File: config.mk
export PLATFORM = sky130hd
export DESIGN_NAME = fwec_ctrl_flat
export DESIGN_NICKNAME = d
export VERILOG_FILES = /design/src/core/fwec_pkg.sv /design/src/core/fwec_if.sv /design/src/core/fwec_ctrl.sv /design/src/flat_wrapper.sv
export VERILOG_INCLUDE_DIRS = /design/src /design/src/core
export SDC_FILE = /design/constraint.sdc
export NUM_CORES = 1
export LEC_CHECK = 0
export BUFFER_PORTS_ARGS = -buffer_cell sky130_fd_sc_hd__buf_4
export CORE_UTILIZATION = 50
export CTS_BUF_LIST = sky130_fd_sc_hd__clkbuf_4
export DETAILED_ROUTE_END_ITERATION = 12
export GPL_ROUTABILITY_DRIVEN = 0
export PLACE_DENSITY = 0.77
export RECOVER_POWER = 50
export SETUP_SLACK_MARGIN = 0.2
export SYNTH_ARGS = -nofsm -noshare
export SYNTH_HDL_FRONTEND = slang
export SYNTH_SLANG_ARGS = --single-unit
File: constraint.sdc
create_clock -name clk_sys -period 3.25 [get_ports clk_sys]
set_clock_uncertainty 0.1 [all_clocks]
set_input_delay 0.4875 -clock clk_sys [delete_from_list [all_inputs] [get_ports clk_sys]]
set_output_delay 0.4875 -clock clk_sys [all_outputs]
set_load 0.005 [all_outputs]
File: src/core/fwec_defines.svh
/*
 * Constants of the flash write/erase controller: register offsets, field
 * positions, reset values and timing counts.
 * Assumes a 200 MHz system clock and a 16-bit register address.
 */
`ifndef FWEC_DEFINES_SVH
`define FWEC_DEFINES_SVH

// ----------------------------------------------------------------------
// Register offsets
// ----------------------------------------------------------------------
`define FWEC_OFS_CTRL       16'h6270
`define FWEC_OFS_ADDR_LOW   16'h6271
`define FWEC_OFS_ADDR_HIGH  16'h6272
`define FWEC_OFS_WDATA      16'h6273

// ----------------------------------------------------------------------
// Control/status fields
// ----------------------------------------------------------------------
`define FWEC_BIT_BUSY       7
`define FWEC_BIT_FULL       6
`define FWEC_BIT_ABORT      5
`define FWEC_CACHE_LSB      2
`define FWEC_CACHE_MSB      3
`define FWEC_BIT_WRITE      1
`define FWEC_BIT_ERASE      0
`define FWEC_CACHE_RESET    2'h1
`define FWEC_ADDR_RESET     16'h0000
`define FWEC_PAGE_LSB       8
`define FWEC_PAGE_MSB       14

// ----------------------------------------------------------------------
// Timing
// ----------------------------------------------------------------------
`define FWEC_CLK_MHZ        200
`define FWEC_PROG_NS        20000
`define FWEC_PROG_CYC       ((`FWEC_PROG_NS * `FWEC_CLK_MHZ) / 1000)
`define FWEC_TMO_NS         20000
`define FWEC_TMO_CYC        ((`FWEC_TMO_NS * `FWEC_CLK_MHZ) / 1000)
`define FWEC_ERASE_MS       20
`define FWEC_ERASE_CYC      (`FWEC_ERASE_MS * `FWEC_CLK_MHZ * 1000)
`define FWEC_CACHE_CHG_CYC  4'h4

// ----------------------------------------------------------------------
// Writer (DMA end) own registers
// ----------------------------------------------------------------------
`define FWEC_OFS_DMA_LEN    16'h0000
`define FWEC_OFS_DMA_CTRL   16'h0001
`define FWEC_OFS_DMA_PTR    16'h0002
`define FWEC_OFS_DMA_DATA   16'h0003
`define FWEC_DMA_DEPTH      32

`endif

File: src/core/fwec_pkg.sv
/*
 * Types of the flash write/erase controller and its writer.
 * Assumes fwec_defines.svh is on the include path.
 */
`default_nettype none
`include "fwec_defines.svh"

package fwec_pkg;

  typedef enum logic [1:0] {ST_IDLE, ST_ERASE, ST_FILL, ST_PROG} fwec_state_e;

  typedef struct packed {
    fwec_state_e state;
    logic        wr_bit;
    logic        er_bit;
    logic        abort;
    logic        from_flash;
    logic [15:0] waddr;
    logic [31:0] word;
    logic [31:0] clear_bits;
    logic [1:0]  nbytes;
    logic [31:0] tmr;
    logic [1:0]  cache;
    logic [1:0]  cache_req;
    logic [3:0]  cache_cnt;
    logic        trig;
    logic        prog;
    logic        erase;
    logic [7:0]  rdata;
  } fwec_dev_s;

  typedef struct packed {
    logic [`FWEC_DMA_DEPTH-1:0][7:0] buf_mem;
    logic [5:0]                      len;
    logic [5:0]                      ptr;
    logic [5:0]                      cnt;
    logic                            armed;
    logic                            pend;
    logic                            fwd_rd;
    logic [7:0]                      rdata;
  } fwec_wrt_s;

endpackage : fwec_pkg

`default_nettype wire

File: src/core/fwec_if.sv
/*
 * Link between the flash controller and its writer (DMA channel or CPU).
 * Assumes both ends run on the same clk_sys.
 */
`timescale 1ns/10ps
`default_nettype none

interface fwec_if;
  logic [15:0] addr;
  logic [7:0]  wdata;
  logic        wr;
  logic        rd;
  logic [7:0]  rdata;
  logic        dma_trig;
  logic        from_flash;
  logic        fetch_stall;

  modport dev (input addr, wdata, wr, rd, from_flash,
               output rdata, dma_trig, fetch_stall);
  modport wrt (output addr, wdata, wr, rd, from_flash,
               input rdata, dma_trig, fetch_stall);
endinterface : fwec_if

`default_nettype wire

File: src/core/fwec_ctrl.sv
/*
 * Flash write/erase controller: control/status, address and write-data
 * registers, word programming sequence with DMA pacing, page erase,
 * timeout, lock abort and cache-mode change requests.
 * Assumes the flash array applies fl_prog/fl_erase commands and that the
 * writer keeps to the data pacing set by dma_trig.
 */
// The plain strobed port is this design's own decision.
`timescale 1ns/10ps
`default_nettype none
`include "fwec_defines.svh"

module fwec_ctrl
  import fwec_pkg::*;
#(
  parameter int unsigned ERASE_CYC = `FWEC_ERASE_CYC
) (
  // Clock and reset
  input  wire logic         clk_sys,
  input  wire logic         reset,
  // Writer side
  fwec_if.dev               bus,
  // Flash array
  input  wire logic [127:0] page_lock,
  output logic              fl_prog,
  output logic [15:0]       fl_waddr,
  output logic [31:0]       fl_clear_bits,
  output logic              fl_erase,
  output logic [6:0]        fl_page,
  // Cache
  output logic [1:0]        cache_mode
);

  localparam int unsigned PROG_CYC = `FWEC_PROG_CYC;
  localparam int unsigned TMO_CYC  = `FWEC_TMO_CYC;

  fwec_dev_s s;
  fwec_dev_s next_s;

  logic       busy;
  logic       full;
  logic       page_locked;
  logic       data_wr;
  logic       ctrl_wr;
  logic [7:0] status;

  // ----------------------------------------------------------------------
  // Status view
  // ----------------------------------------------------------------------
  assign busy        = (s.state != ST_IDLE);
  assign full        = (s.state == ST_PROG);
  assign page_locked = page_lock[s.waddr[`FWEC_PAGE_MSB:`FWEC_PAGE_LSB]];
  assign data_wr     = bus.wr && (bus.addr == `FWEC_OFS_WDATA);
  assign ctrl_wr     = bus.wr && (bus.addr == `FWEC_OFS_CTRL);

  always_comb begin
    status                                   = 8'h00;
    status[`FWEC_BIT_BUSY]                   = busy;
    status[`FWEC_BIT_FULL]                   = full;
    status[`FWEC_BIT_ABORT]                  = s.abort;
    status[`FWEC_CACHE_MSB:`FWEC_CACHE_LSB]  = s.cache;
    status[`FWEC_BIT_WRITE]                  = s.wr_bit;
    status[`FWEC_BIT_ERASE]                  = s.er_bit;
  end

  // ----------------------------------------------------------------------
  // Next state
  // ----------------------------------------------------------------------
  always_comb begin
    next_s       = s;
    next_s.trig  = 1'b0;
    next_s.prog  = 1'b0;
    next_s.erase = 1'b0;
    next_s.rdata = 8'h00;

    // Register reads, answered next cycle
    if (bus.rd) begin
      unique case (bus.addr)
        `FWEC_OFS_CTRL:      next_s.rdata = status;
        `FWEC_OFS_ADDR_LOW:  next_s.rdata = s.waddr[7:0];
        `FWEC_OFS_ADDR_HIGH: next_s.rdata = s.waddr[15:8];
        default:             next_s.rdata = 8'h00;
      endcase
    end

    // Address bytes
    if (bus.wr && bus.addr == `FWEC_OFS_ADDR_LOW) begin
      next_s.waddr[7:0] = bus.wdata;
    end
    if (bus.wr && bus.addr == `FWEC_OFS_ADDR_HIGH) begin
      next_s.waddr[15:8] = bus.wdata;
    end

    // Cache mode change request
    if (s.cache_cnt != 4'h0) begin
      next_s.cache_cnt = s.cache_cnt - 4'h1;
      if (s.cache_cnt == 4'h1) begin
        next_s.cache = s.cache_req;
      end
    end else if (ctrl_wr && bus.wdata[`FWEC_CACHE_MSB:`FWEC_CACHE_LSB] != s.cache) begin
      next_s.cache_req = bus.wdata[`FWEC_CACHE_MSB:`FWEC_CACHE_LSB];
      next_s.cache_cnt = `FWEC_CACHE_CHG_CYC;
    end

    unique case (s.state)
      ST_IDLE: begin
        // Starts only from idle; running operations ignore new starts
        if (ctrl_wr && (bus.wdata[`FWEC_BIT_WRITE] || bus.wdata[`FWEC_BIT_ERASE])) begin
          next_s.abort      = 1'b0;
          next_s.from_flash = bus.from_flash;
          next_s.wr_bit     = bus.wdata[`FWEC_BIT_WRITE];
          next_s.er_bit     = bus.wdata[`FWEC_BIT_ERASE];
          next_s.tmr        = 32'h0;
          next_s.nbytes     = 2'h0;
          if (bus.wdata[`FWEC_BIT_ERASE]) begin
            if (page_locked) begin
              next_s.abort  = 1'b1;
              next_s.wr_bit = 1'b0;
              next_s.er_bit = 1'b0;
            end else begin
              next_s.state = ST_ERASE;
              next_s.erase = 1'b1;
            end
          end else begin
            next_s.state = ST_FILL;
            next_s.trig  = 1'b1;
          end
        end
      end
      ST_ERASE: begin
        next_s.tmr = s.tmr + 32'h1;
        if (s.tmr == ERASE_CYC - 1) begin
          next_s.er_bit = 1'b0;
          next_s.tmr    = 32'h0;
          if (s.wr_bit) begin
            next_s.state = ST_FILL;
            next_s.trig  = 1'b1;
          end else begin
            next_s.state = ST_IDLE;
          end
        end
      end
      ST_FILL: begin
        next_s.tmr = s.tmr + 32'h1;
        if (data_wr) begin
          next_s.word[{s.nbytes, 3'b000} +: 8] = bus.wdata;
          next_s.nbytes = s.nbytes + 2'h1;
          if (s.nbytes == 2'h3) begin
            next_s.tmr = 32'h0;
            if (page_locked) begin
              next_s.abort  = 1'b1;
              next_s.wr_bit = 1'b0;
              next_s.state  = ST_IDLE;
            end else begin
              next_s.state      = ST_PROG;
              next_s.prog       = 1'b1;
              next_s.clear_bits = ~{bus.wdata, s.word[23:0]};
            end
          end else begin
            next_s.trig = 1'b1;
          end
        end else if (s.tmr >= TMO_CYC - 1) begin
          // Byte in the last cycle must not push the limit out of reach
          next_s.wr_bit = 1'b0;
          next_s.state  = ST_IDLE;
        end
      end
      ST_PROG: begin
        // Data port writes are dropped while the word programs
        next_s.tmr = s.tmr + 32'h1;
        if (s.tmr == PROG_CYC - 1) begin
          next_s.waddr  = s.waddr + 16'h1;
          next_s.state  = ST_FILL;
          next_s.tmr    = 32'h0;
          next_s.nbytes = 2'h0;
          next_s.trig   = 1'b1;
        end
      end
    endcase
  end

  // ----------------------------------------------------------------------
  // State register
  // ----------------------------------------------------------------------
  always_ff @(posedge clk_sys) begin
    if (reset) begin
      s            <= '0;
      s.state      <= ST_IDLE;
      s.waddr      <= `FWEC_ADDR_RESET;
      s.cache      <= `FWEC_CACHE_RESET;
      s.cache_req  <= `FWEC_CACHE_RESET;
    end else begin
      s <= next_s;
    end
  end

  // ----------------------------------------------------------------------
  // Outputs
  // ----------------------------------------------------------------------
  assign bus.rdata       = s.rdata;
  assign bus.dma_trig    = s.trig;
  assign bus.fetch_stall = busy && s.from_flash;
  assign fl_prog         = s.prog;
  assign fl_waddr        = s.waddr;
  assign fl_clear_bits   = s.clear_bits;
  assign fl_erase        = s.erase;
  assign fl_page         = s.waddr[`FWEC_PAGE_MSB:`FWEC_PAGE_LSB];
  assign cache_mode      = s.cache;

endmodule : fwec_ctrl

`default_nettype wire

File: src/flat_wrapper.sv
// flat-port wrapper written by rule: the top's interface ports become plain ports
module fwec_ctrl_flat import fwec_pkg::*;
#(
  parameter int unsigned ERASE_CYC = `FWEC_ERASE_CYC
)
  (clk_sys, reset, page_lock, fl_prog, fl_waddr, fl_clear_bits, fl_erase, fl_page, cache_mode, bus_addr, bus_wdata, bus_wr, bus_rd, bus_from_flash, bus_rdata, bus_dma_trig, bus_fetch_stall);
  fwec_if bus_i ();
  input  wire logic clk_sys;
  input  wire logic reset;
  input  wire logic [127:0] page_lock;
  output logic fl_prog;
  output logic [15:0] fl_waddr;
  output logic [31:0] fl_clear_bits;
  output logic fl_erase;
  output logic [6:0] fl_page;
  output logic [1:0] cache_mode;
  input wire logic [$bits(bus_i.addr)-1:0] bus_addr;
  input wire logic [$bits(bus_i.wdata)-1:0] bus_wdata;
  input wire logic [$bits(bus_i.wr)-1:0] bus_wr;
  input wire logic [$bits(bus_i.rd)-1:0] bus_rd;
  input wire logic [$bits(bus_i.from_flash)-1:0] bus_from_flash;
  output wire logic [$bits(bus_i.rdata)-1:0] bus_rdata;
  output wire logic [$bits(bus_i.dma_trig)-1:0] bus_dma_trig;
  output wire logic [$bits(bus_i.fetch_stall)-1:0] bus_fetch_stall;
  assign bus_i.addr = bus_addr;
  assign bus_i.wdata = bus_wdata;
  assign bus_i.wr = bus_wr;
  assign bus_i.rd = bus_rd;
  assign bus_i.from_flash = bus_from_flash;
  assign bus_rdata = bus_i.rdata;
  assign bus_dma_trig = bus_i.dma_trig;
  assign bus_fetch_stall = bus_i.fetch_stall;
  fwec_ctrl #(.ERASE_CYC(ERASE_CYC)) u_core (.clk_sys(clk_sys), .reset(reset), .bus(bus_i), .page_lock(page_lock), .fl_prog(fl_prog), .fl_waddr(fl_waddr), .fl_clear_bits(fl_clear_bits), .fl_erase(fl_erase), .fl_page(fl_page), .cache_mode(cache_mode));
endmodule
# Word level (Yosys, flattened, before mapping)
# Cells that the tools add are included.
# totals
ff_bits	139
out_inout_bits	69
in_bits	157
word_cells	134
# classes
eq_ne	22
reduce_logical	28
n_shift	2
bitwise_logic	10
add_sub_neg	5
n_lt_le_gt_ge	2
muxes	48
# ops
operator	count
32-bit case mux with 4 select lines	1
34-bit 2-to-1 mux	3
16-bit by 15-bit == test with 1-bit output, second input constant	4
32-bit 2-to-1 mux	2
32-bit by 1-bit adder with 32-bit output, second input constant	1
32-bit bitwise mux	1
32-bit by 12-bit == test with 1-bit output, second input constant	1
32-bit by 22-bit == test with 1-bit output, second input constant	1
32-bit by 12-bit greater-or-equal comparator with 1-bit output, second input constant	1
16-bit 2-to-1 mux	2
32-bit NOT	1
8-bit by 7-bit variable shift with 32-bit output, first input constant	1
8-bit by 7-bit indexed part select with 32-bit output	1
8-bit case mux with 3 select lines	1
16-bit by 1-bit adder with 16-bit output, second input constant	1
8-bit 2-to-1 mux	2
3-bit 2-to-1 mux	5
1-bit 2-to-1 mux	14
2-bit 2-to-1 mux	7
2-bit by 1-bit inequality test with 1-bit output, second input constant	5
5-bit AND reduction	2
1-bit NOT	9
7-bit by 8-bit less-than comparator with 1-bit output, second input constant	1
4-bit 2-to-1 mux	2
29 further kinds	48

# Longest topological paths before layout
# logic_depth
word_depth	6
mapped_depth	12
ltp_nobuf	9

# Worst setup path after synthesis
# Ideal clock, no wire load.
# synth_timing
kind	input -> register
startpoint	input port bus_addr[10]
endpoint	register u_core.s[37] (netlist name)
setup_ns	0.128
arrival_time_ns	2.737
path_buffers	2
required_ns	3.022
slack_ns	0.285
path_stages	9
path_cell_list	or4b_2 > nor4_2 > nand3_1 > o21ai_0 > clkbuf_1 > buf_2 > o21ai_0 > a21oi_1 > nor2_1
# synth_between
elab_chain_len	4
elab_cells_between_ends	8
cone_classes	3 x eq/ne; 2 x mux; 3 x reduce/logical
# synth_rtl
item	line_no	rtl
start: declaration	flat_wrapper.sv:17	input wire logic [$bits(bus_i.addr)-1:0] bus_addr;
16-bit by 15-bit == test with 1-bit output (no line)	-	
1-bit logical AND, on equally long branches	fwec_ctrl.sv:53, fwec_ctrl.sv:54	
34-bit 2-to-1 mux / 1-bit logical AND (equally long branches)	fwec_ctrl.sv:145, fwec_ctrl.sv:108	
32-bit case mux with 4 select lines / 2-bit by 1-bit inequality test with 1-bit output (equally long branches)	-	
end signal: assignment	fwec_ctrl.sv:193	s <= next_s;
end: declaration	fwec_ctrl.sv:37	fwec_dev_s s;
# Several ways; a longest one is shown, not always the timed one. The select of a mux whose other input is x is not followed.
# A chain may end at the register's enable or synchronous reset.

# Worst setup path after layout
# layout_timing
startpoint	register u_core.s (netlist bit u_core.fl_waddr[9])
endpoint	register u_core.s[135] (netlist name)
# layout_between
elab_chain_len	6
# layout_rtl
item	line_no	rtl
1-bit binary-select mux with 7-bit select	fwec_ctrl.sv:52	assign page_locked = page_lock[s.waddr[`FWEC_PAGE_MSB:`FWEC_PAGE_LSB]];
1-bit 2-to-1 mux	fwec_ctrl.sv:52	
3-bit 2-to-1 mux	fwec_ctrl.sv:116	if (page_locked) begin
3-bit 2-to-1 mux	fwec_ctrl.sv:115	if (bus.wdata[`FWEC_BIT_ERASE]) begin
6-bit 2-to-1 mux	fwec_ctrl.sv:108	if (ctrl_wr && (bus.wdata[`FWEC_BIT_WRITE] || bus.wdata[`FWEC_BIT_ERASE])) begin
1-bit case mux with 2 select lines	fwec_ctrl.sv:105	unique case (s.state)
# No other way between the ends. The select of a mux whose other input is x is not followed.

==> run_results.csv <==
group,metric,value,unit
synth,ys_seq_area_share,32.67,%
floorplanning,die_x,128.7,um
timing,setup_violations,0,
routing,routed_wl,25.63,mm
synth,synth_edf_count,0,
pwr,total_power,3.148,mW
outcome,violations,"capacitance limit, slew limit",
setup_path,cp_cell_sequence,"mux4_2, mux2_2, a211oi_2, nor4_4, or3_4, or4_1, a21oi_1",
final_layout,multi_input_area,4603,um^2
setup_path,cp_data_required_time,3.64,ns
grt,grt_usage,30.03,%
setup_path,cp-end-kind,"flip-flop",
timing,period_needed,2.995,ns
final_layout,area_growth,23.38,%
timing,grt_setup_unrepaired,"no",
final_layout,nets,1309,
final_layout,drive_above_1_share,28.15,%
synth,synth_warnings,0,
grt,antenna_found_initial,0,
final_layout,regArea,2630,um^2
final_layout,layout_commonest_cell,"buf_4",
routing,ant_nets,0,
placed_design,io_buffers,225,
clock_network,ctsRootBufferMaster,"clkbuf_4",
final_layout,fin_util,64.19,%
timing,clock.fmax,0.3339,GHz
synth,syn_nets,1168,
synth,synth_ff_type,"dfxtp_1",
floorplanning,core,15430,um^2
pwr,leakagePower,3.473,nW
floorplanning,ios,226,
outcome,run_status,"complete, but fails checks",
hold_path,hp-class,"input pin to flip-flop",
clock_network,cts_tree,"done",
timing,period_share,92.16,%
final_layout,num_antenna_cells,0,
routing,post_drt_wl_per_cell,18.72,um
synth,ys_ff_latch,131,
synth,synth_area,8026,um^2
timing,maxSlewViolCount,39,
placed_design,dp_hpwl,18.12,mm
timing,tightest_slew,1.671,ns
timing,slew_headroom,-11.37,%
final_layout,n_fill_cell,1381,
synth,synth.distinct_cells,60,
setup_path,cp_max_fo,6,
final_layout,stdcell_count,1369,
setup_path,cpPeakStageDelay,0.57,ns
grt,grt_pass1_wl,39.04,mm
placed_design,placed_cells_incl_taps,1329,
routing,vias_per_cell,6.139,
floorplanning,dieArea,16560,um^2
setup_path,cp-start-kind,"flip-flop",
final_layout,final_cell_mix,"buf_4 (191), dfxtp_1 (129), nand2_1 (94), a21oi_1 (94), nor2_1 (93)",
routing,via_count,8404,
clock_network,cts_sinks,131,
floorplanning,initial_utilization,52.03,%
synth,syn_avg_cell_area,7.994,um^2
setup_path,cp_data_arrival_time,3.38,ns
timing,fin_tns_setup,0,ns
timing,finalHoldViolations,0,
setup_path,slowest_stage,"mux4_2",
pwr,ir_drop,311.8,uV
floorplanning,placementRows,45,
synth,ys_async_sr_fraction,0,%
clock_network,clk_latency,0.57,ns
routing,dr.pass1.iters,5,
floorplanning,die-height,128.7,um
clock_network,cts-htree-levels,4,
run,drv_cap,1,
grt,grt_max_degree,48,
routing,drt_iter0_drc,780,
synth,synthCells,1004,
routing,drc,0,
setup_path,critical_path_class,"flip-flop to flip-flop",
grt,grt-ovfl-total,0,
pwr,powerDensity,317.9,nW/um^2
grt,grt_pass1_vias,7577,
clock_network,clk_pin_slew,0.12,ns
clock_network,clockBufferDepth,2,
clock_network,cts_buffers,17,
[cells in the mapped netlist, drive strengths merged (5+ instances only)]
cell type    n  area (um^2)
o31ai       16        120.1
dfxtp      131         2623
ha           7        87.58
nand3       31        155.2
and2         7        43.80
and4         7        61.31
inv         14        52.55
o21ai       37        185.2
nand2       94        352.8
nor2        93        349.1
a31oi       13        81.33
nor3        26        135.1
a41oi       19        166.4
clkbuf      57        214.0
buf         91        616.9
nor3b       14        105.1
a22oi       15        112.6
mux4        14        315.3
and3        10        62.56
or4         20        150.1
a211oi      31        237.7
nor2b       10        62.56
a311oi      16        140.1
nor4        12        81.33
or3          7        48.80
a21oi       95        475.5
nand4b       5        43.79
nand4       33        206.5
mux2         5        56.30
mux2i       39        390.4
[state kept, by name, indices dropped and copies added (netlist names)]
| name | cells |
|---|---|
| u_core.s | 70 |
| u_core.cache_mode | 2 |
| u_core.fl_erase | 1 |
| u_core.fl_clear_bits | 32 |
| u_core.fl_prog | 1 |
| u_core.bus.dma_trig | 1 |
| u_core.bus.rdata | 8 |
| u_core.fl_waddr | 16 |
[power by group]
part           total (mW)  internal (mW)  switching [mW]
registers            1.60           1.60      0.00000532
logic               0.272          0.156           0.116
clock network        1.27          0.627           0.645
total                3.15           2.39           0.761
[per-layer routing]
metal,global-route usage (%),routed length (um),vias up
li1,-,-,3989
met1,38.88,10660,3921
met2,48.65,11920,426
met3,6.611,2193,68
met4,12.04,860,0
met5,0,0,-
[area by class of cell]
type	instances	area share (%)
Clock buffer	19	1.440
Clock inverter	13	1.857
Inverter	14	0.5306
Multi-Input combinational cell	714	46.48
Sequential cell	131	26.56
Tap cell	211	2.666
Timing Repair Buffer	267	20.47
[cells by family after synthesis]
family | Yosys count | synth area share, %
buf+inv | 162 | 11.01
xor+xnor | 2 | 0.2183
mux | 58 | 9.493
fa+ha+maj | 7 | 1.091
flops | 131 | 32.67
simple gates | 380 | 24.30
compound gates | 264 | 21.22
[critical path: cells and delay by family (launching register included)]
family | cells | cell delay (ns)
AND/OR/NAND/NOR | 3 | 1.08
multiplexers | 2 | 0.86
AO/OA/AOI/OAI | 2 | 0.45
flip-flops | 1 | 0.44
[per-stage QoR]
step	area (um^2)	hold WS, ns	setup slack [ns]
global placement	9498	0.3295	0.1290
detailed placement	9498	0.3333	0.08932
CTS	9833	0.05814	0.2028
floorplan	8026	0.3161	0.2854
global route	9903	0.04977	0.1793
finish	9903	0.07461	0.2548
[repair_timing]
action                     4_1_cts  5_1_grt
setup endpoints to repair       36       38
buffers inserted                 0        5
cloned                           0        3
hold buffers                     0        0
resized for setup                3       18
pin swaps                        1        2
[worst paths after layout]
check / from / to / slack, ns / depth (start not counted)
worst max-delay path: u_core.fl_waddr[9] / u_core.s[135] / 0.25 / 7
worst min-delay path: bus_from_flash / u_core.s[133] / 0.07 / 3
worst max register to register: u_core.fl_waddr[9] / u_core.s[135] / 0.25 / 7
worst min register to register: u_core.s[95] / u_core.fl_clear_bits[10] / 0.35 / 1
Note: power is estimated with default switching activity, not from simulation.
